File: src/rtl/asr_pkg.sv
// Constants and types for the asynchronous byte memory controller
package asr_pkg;
  localparam int unsigned CLK_PERIOD_NS = 10;
  localparam int unsigned T_READ_CYCLE_NS = 150;
  localparam int unsigned T_OE_ACCESS_NS = 70;
  localparam int unsigned T_ADDR_TO_END_NS = 100;
  localparam int unsigned T_DATA_TO_END_NS = 60;
  localparam int unsigned T_SEL_TO_END_NS = 100;
  localparam int unsigned T_FLOAT_NS = 50;
  localparam int unsigned READ_CYC = (T_READ_CYCLE_NS + CLK_PERIOD_NS - 1) / CLK_PERIOD_NS;
  localparam int unsigned SEL_CYC = (T_SEL_TO_END_NS + CLK_PERIOD_NS - 1) / CLK_PERIOD_NS;
  localparam int unsigned DATA_CYC = (T_DATA_TO_END_NS + CLK_PERIOD_NS - 1) / CLK_PERIOD_NS;
  localparam int unsigned FLOAT_CYC = (T_FLOAT_NS + CLK_PERIOD_NS - 1) / CLK_PERIOD_NS;
  localparam int unsigned CNT_W = 5;
  typedef enum logic [2:0] {
    ASR_IDLE = 3'b000,
    ASR_SETUP = 3'b001,
    ASR_ACCESS = 3'b011,
    ASR_END = 3'b010,
    ASR_RECOVER = 3'b110,
    ASR_RETAIN = 3'b111
  } asr_state_t;
endpackage

File: src/rtl/asr_ctrl.sv
// Host-side controller for an asynchronous 8K x 8 static memory
`timescale 1ns/1ns
`default_nettype none
module asr_ctrl
  import asr_pkg::*;
#(
  parameter int unsigned ADDR_W = 13,
  parameter int unsigned DATA_W = 8
) (
  input wire logic clock,
  input wire logic sys_rst,
  input wire logic req_valid,
  input wire logic req_write,
  input wire logic [ADDR_W-1:0] req_addr,
  input wire logic [DATA_W-1:0] req_wdata,
  input wire logic retain_req,
  output logic req_ready,
  output logic rsp_valid,
  output logic [DATA_W-1:0] rsp_rdata,
  output logic retain_ok,
  output logic [ADDR_W-1:0] address_lines,
  output logic chip_select_low_n,
  output logic chip_select_high,
  output logic output_strobe_n,
  output logic write_strobe_n,
  input wire logic [DATA_W-1:0] data_pins_in,
  output logic [DATA_W-1:0] data_pins_out,
  output logic data_pins_oe_n
);
  // Elaboration checks: pin widths and counter width must suit the timing set
  if (ADDR_W != 13) begin : g_chk_addr
    $error("asr_ctrl serves only 13 address bits");
  end
  if (DATA_W != 8) begin : g_chk_data
    $error("asr_ctrl serves only 8 data bits");
  end
  if (READ_CYC > (1 << CNT_W)) begin : g_chk_cnt_rd
    $error("cycle counter too narrow for the read window");
  end
  if (SEL_CYC > (1 << CNT_W)) begin : g_chk_cnt_wr
    $error("cycle counter too narrow for the write window");
  end

  typedef struct packed {
    asr_state_t state;
    logic [CNT_W-1:0] cnt;
    logic is_write;
    logic req_ready;
    logic rsp_valid;
    logic [DATA_W-1:0] rsp_rdata;
    logic retain_ok;
    logic [ADDR_W-1:0] address_lines;
    logic chip_select_low_n;
    logic chip_select_high;
    logic output_strobe_n;
    logic write_strobe_n;
    logic [DATA_W-1:0] data_pins_out;
    logic data_pins_oe_n;
    logic [DATA_W-1:0] wdata;
  } asr_regs_t;

  // Pins idle deselected with both strobes high and the bus released
  localparam asr_regs_t RESET_VAL = '{
    state: ASR_IDLE,
    cnt: '0,
    is_write: 1'b0,
    req_ready: 1'b0,
    rsp_valid: 1'b0,
    rsp_rdata: '0,
    retain_ok: 1'b0,
    address_lines: '0,
    chip_select_low_n: 1'b1,
    chip_select_high: 1'b0,
    output_strobe_n: 1'b1,
    write_strobe_n: 1'b1,
    data_pins_out: '0,
    data_pins_oe_n: 1'b1,
    wdata: '0
  };

  asr_regs_t r;
  asr_regs_t next_r;

  // A request is taken only when ready was shown on the previous edge
  logic take;
  assign take = req_valid && r.req_ready && !retain_req;

  always_comb begin
    next_r = r;
    next_r.rsp_valid = 1'b0;
    next_r.req_ready = 1'b0;
    case (r.state)
      ASR_IDLE: begin
        next_r.req_ready = !retain_req;
        if (retain_req) begin
          // Deselect first; supply may drop only after this
          next_r.chip_select_low_n = 1'b1;
          next_r.chip_select_high = 1'b0;
          next_r.state = ASR_RETAIN;
        end else if (take) begin
          // Address moves only while the write strobe is high
          next_r.address_lines = req_addr;
          next_r.is_write = req_write;
          // Write data held from the take so the host may move on
          next_r.wdata = req_wdata;
          next_r.write_strobe_n = 1'b1;
          next_r.req_ready = 1'b0;
          next_r.cnt = '0;
          next_r.state = ASR_SETUP;
        end
      end

      ASR_SETUP: begin
        // Selects open the cycle; the write begins on the last of them
        next_r.chip_select_low_n = 1'b0;
        next_r.chip_select_high = 1'b1;
        if (r.is_write) begin
          // Strobe falls with selects so the device never drives
          next_r.write_strobe_n = 1'b0;
          next_r.output_strobe_n = 1'b1;
          next_r.cnt = CNT_W'(SEL_CYC - 1);
        end else begin
          next_r.output_strobe_n = 1'b0;
          next_r.cnt = CNT_W'(READ_CYC - 1);
        end
        next_r.state = ASR_ACCESS;
      end

      ASR_ACCESS: begin
        // Data driven only after the device output has floated
        if (r.is_write && r.cnt == CNT_W'(SEL_CYC - FLOAT_CYC)) begin
          next_r.data_pins_out = r.wdata;
          next_r.data_pins_oe_n = 1'b0;
        end
        if (r.cnt == '0) begin
          next_r.state = ASR_END;
        end else begin
          next_r.cnt = r.cnt - CNT_W'(1);
        end
      end

      ASR_END: begin
        // Write strobe rises first and ends the write; data captured
        next_r.write_strobe_n = 1'b1;
        if (!r.is_write) begin
          next_r.rsp_rdata = data_pins_in;
          next_r.rsp_valid = 1'b1;
          next_r.output_strobe_n = 1'b1;
        end
        next_r.state = ASR_RECOVER;
      end

      ASR_RECOVER: begin
        // Zero hold: release data and selects one cycle later
        next_r.data_pins_oe_n = 1'b1;
        next_r.chip_select_low_n = 1'b1;
        next_r.chip_select_high = 1'b0;
        next_r.output_strobe_n = 1'b1;
        next_r.write_strobe_n = 1'b1;
        next_r.rsp_valid = r.is_write;
        next_r.state = ASR_IDLE;
      end

      ASR_RETAIN: begin
        // Selects stay off for one read cycle time after the supply returns
        next_r.retain_ok = retain_req;
        if (retain_req) begin
          next_r.cnt = CNT_W'(READ_CYC - 1);
        end else if (r.cnt == '0) begin
          next_r.state = ASR_IDLE;
        end else begin
          next_r.cnt = r.cnt - CNT_W'(1);
        end
      end

      default: begin
        next_r = RESET_VAL;
      end
    endcase
  end

  // Write strobe lasts SEL_CYC + 1 cycles, address SEL_CYC + 2, reads READ_CYC + 1
  if (SEL_CYC <= FLOAT_CYC) begin : g_chk_float
    $error("write strobe shorter than the output float time");
  end
  if (DATA_CYC > SEL_CYC - FLOAT_CYC + 1) begin : g_chk_dw
    $error("data setup before write end too short");
  end
  if ((SEL_CYC + 1) * CLK_PERIOD_NS < T_SEL_TO_END_NS) begin : g_chk_cw
    $error("select time before write end too short");
  end
  if ((SEL_CYC + 2) * CLK_PERIOD_NS < T_ADDR_TO_END_NS) begin : g_chk_aw
    $error("address time before write end too short");
  end
  if ((READ_CYC + 1) * CLK_PERIOD_NS < T_OE_ACCESS_NS) begin : g_chk_oe
    $error("output strobe window too short");
  end
  if ((READ_CYC + 1) * CLK_PERIOD_NS < T_READ_CYCLE_NS) begin : g_chk_rd
    $error("read window too short");
  end

  // Asynchronous reset returns the pins to the deselected idle state
  always_ff @(posedge clock or posedge sys_rst) begin
    if (sys_rst) begin
      r <= RESET_VAL;
    end else begin
      r <= next_r;
    end
  end

  // Every output is a register field
  assign req_ready = r.req_ready;
  assign rsp_valid = r.rsp_valid;
  assign rsp_rdata = r.rsp_rdata;
  assign retain_ok = r.retain_ok;
  assign address_lines = r.address_lines;
  assign chip_select_low_n = r.chip_select_low_n;
  assign chip_select_high = r.chip_select_high;
  assign output_strobe_n = r.output_strobe_n;
  assign write_strobe_n = r.write_strobe_n;
  assign data_pins_out = r.data_pins_out;
  assign data_pins_oe_n = r.data_pins_oe_n;
endmodule
`default_nettype wire

File: config.mk
export PLATFORM = sky130hd
export DESIGN_NAME = asr_ctrl
export DESIGN_NICKNAME = d
export VERILOG_FILES = /design/src/rtl/asr_pkg.sv /design/src/rtl/asr_ctrl.sv
export SDC_FILE = /design/constraint.sdc
export NUM_CORES = 1
export LEC_CHECK = 0
export ABC_AREA = 0
export ABC_CLOCK_PERIOD_IN_PS = 3000
export BUFFER_PORTS_ARGS = -buffer_cell sky130_fd_sc_hd__buf_2
export CAP_MARGIN = 10
export CORE_ASPECT_RATIO = 0.7
export CORE_MARGIN = 2
export CORE_UTILIZATION = 35
export CTS_BUF_LIST = sky130_fd_sc_hd__clkbuf_8
export DETAILED_ROUTE_END_ITERATION = 12
export PLACE_DENSITY = 0.58
export SYNTH_ARGS = -nofsm -noshare
export SYNTH_HDL_FRONTEND = slang
export SYNTH_SLANG_ARGS = --single-unit
File: constraint.sdc
create_clock -name clock -period 3 [get_ports clock]
set_input_delay 0.6 -clock clock [delete_from_list [all_inputs] [get_ports clock]]
set_output_delay 0.6 -clock clock [all_outputs]
set_load 0.02 [all_outputs]
==> results.cfg <==
[clocking]
clkTransAtPathRegs_ns = 0.10
clock-sinks = 54
cts_tree = built
clock_tree.buffer_depth = 2
post_cts_buffers = 0
cts-resized-gates = 0
htreeDepth = 2
cts_root_buffer = clkbuf_8
clk_latency_ns = 0.31
cts_made_buffers = 5
cts_hold_buf = 0

[logic_synthesis]
synth_seq_area_share = 0.474
synth.avg_cell_area_um2 = 9.45
ys_ff_latch = 54
synth_top_area_cell = dfrtp_1
netlist_instances = 303
synth.area.top_cells = dfrtp_1 (44%), buf_4 (8.1%), a22oi_1 (6.8%)
synth_area_um2 = 2860
yosysMostFrequentCell = dfrtp_1
synth-edff-count = 0
yosys.area.top_type_share = 0.437
synth_fp_nets = 339
yosysWarnings = 0
synthTopCellsByCount = dfrtp_1 (50), nand2_1 (48), o21ai_0 (33)
synthFlopType = dfrtp_1
synth_cell_types = 45
ys_async_sr_fraction = 1.00

[worst_setup_path]
path_cells = buf_2 > nand4bb_1 > nor2_2 > buf_4 > a22oi_1 > o21ai_0
rrSetupSlack_ns = 1.03
critPathRequiredTime_ns = 3.22
crit_type = in2reg
critPathMaxFanout = 14
r2r_start = r[51]
critPathCaptureType = flop
critPathMaxStageDelay_ns = 0.59
reg2reg_depth = 5
crit_slowest_cell = nand4bb_1
critPathArrivalTime_ns = 2.23
r2r-end = r[0]
start_kind = input port

[drt]
via_per_inst = 5.16
wire_per_inst_um = 15.0
postRouteWirelength_um = 6640
drt_drc_violations_left = 0
wl_met2_um = 2780
ant_nets = 0
vias = 2277
drt_first_iter_violations = 137
wl_met1_um = 3460
met3_length_um = 355
first_pass_iters = 4
top_layer = met4

[floorplan]
initial_core_util = 0.362
die_width_um = 112
coreArea_um2 = 7910
rows = 27
io_pins = 71
design.die.area_um2 = 8930
die_y_um = 79.7

[placement]
dpl-instance-area_um2 = 3100
hpwl_um = 4590
post-place-cells = 433
post-place-ws_ns = 0.630
place.gp.congestion = 0.806
io_buffers = 70

[timing]
maxSlewViolCount = 0
final.min_clock_period_ns = 2.01
slew_headroom = 0.434
layout_setup_ws_ns = 0.993
fmax_ghz = 0.498
rsz0062_at_grt = no
finalHoldViolCount = 0
worstMarginPinSlew_ns = 0.849
skew_ns = 0.00642
fin_crit_sh = 0.669
finalSetupTns_ns = 0
setup_violations = 0

[grt]
grt_pass1_vias = 2071
antenna_found_initial = 0
track_usage = 0.152
grt_max_degree = 50
grt_pass1_wl_um = 10900
grt_overflow = 0

[min_path]
hold_class = in2async

[run_status]
status = complete, no violations

[run]
drv_cap = 0

[final_layout]
diodes = 0
fin_area_um2 = 3180
area_growth_pct = 11.2
seqCellArea_um2 = 1360
multi_input_area_um2 = 1160
drive_above_1_share = 0.291
fin_cells = 441
nFillCells = 825
nets = 375
postLayoutCoreUtil = 0.403

[power_and_ir_drop]
p_per_area_nw_per_um2 = 1040
p_leak_nw = 1.48
peakVddDrop_mv = 0.302
[how the worst max path moves through the flow]
stage / start / endpoint / slack, ns / cells past startpoint
CTS: retain_req / r[0] / 0.96 / 6
detailed placement: retain_req / address_lines[4] / 0.63 / 6
finish: retain_req / r[0] / 0.99 / 6
global route: retain_req / r[0] / 0.80 / 6
global placement: retain_req / r[2] / 0.72 / 6
floorplan: sys_rst / address_lines[0] / 1.09 / 1
[final cells by class]
| class | count | area share |
|---|---|---|
| Multi-Input combinational cell | 192 | 0.365 |
| Timing Repair Buffer | 78 | 0.133 |
| Tap cell | 101 | 0.0397 |
| Sequential cell | 54 | 0.427 |
| Inverter | 8 | 0.00943 |
| Clock buffer | 5 | 0.0216 |
| Clock inverter | 3 | 0.00472 |
[cells by family after synthesis]
group,Yosys count,synth area share
AO/OA/AOI/OAI,107,0.253
buffers and inverters,57,0.121
adder cells (fa/ha/maj),2,0.00874
AND/OR/NAND/NOR,81,0.138
multiplexers,1,0.00350
XOR/XNOR,1,0.00306
flip-flops,54,0.474
[metrics by stage]
stage / total power, mW / hold slack [ns]
detailed placement: 2.94 / 0.470
global route: 3.59 / 0.456
global placement: 2.90 / 0.471
floorplan: 2.65 / 0.466
finish: 3.31 / 0.398
CTS: 3.35 / 0.418
[critical path, delay by kind of cell]
| kind | cells | cell delay [ns] |
|---|---|---|
| simple gates | 2 | 0.96 |
| buf+inv | 2 | 0.41 |
| compound gates | 2 | 0.24 |
[registers in the layout (all words and copies together), names as in the netlist]
| register | count |
|---|---|
| r | 17 |
| req_ready | 1 |
| address_lines | 13 |
| retain_ok | 1 |
| chip_select_low_n | 1 |
| data_pins_oe_n | 1 |
| data_pins_out | 8 |
| write_strobe_n | 1 |
| rsp_valid | 1 |
| rsp_rdata | 8 |
| output_strobe_n | 1 |
| chip_select_high | 1 |
[cell usage in the layout (no fill, tap or decap), types with 2 or more instances in the layout]
master	n
a211oi_1	2
a21o_1	2
a21oi_1	9
a22o_1	13
a22oi_1	26
a31oi_1	3
buf_2	70
buf_4	7
clkbuf_8	5
dfrtp_1	48
dfrtp_2	2
dfstp_2	4
ha_1	2
inv_1	9
nand2_1	48
nand2b_1	3
nand3_1	2
nor2_1	8
nor2_2	2
nor3_1	5
o211ai_1	4
o21ai_0	33
o21ai_1	7
[power breakdown]
part / internal, mW / total, mW / switching, mW
Combinational: 0.601 / 1.49 / 0.893
Clock: 0.159 / 0.401 / 0.242
Sequential: 1.03 / 1.41 / 0.388
Total: 1.79 / 3.31 / 1.52
[per-layer routing]
| metal | vias up | global-route usage |
|---|---|---|
| met5 | - | 0 |
| met1 | 1088 | 0.238 |
| met4 | 0 | 0.0329 |
| li1 | 1125 | - |
| met3 | 5 | 0.0334 |
| met2 | 59 | 0.210 |
(Power assumes the default switching activity.)
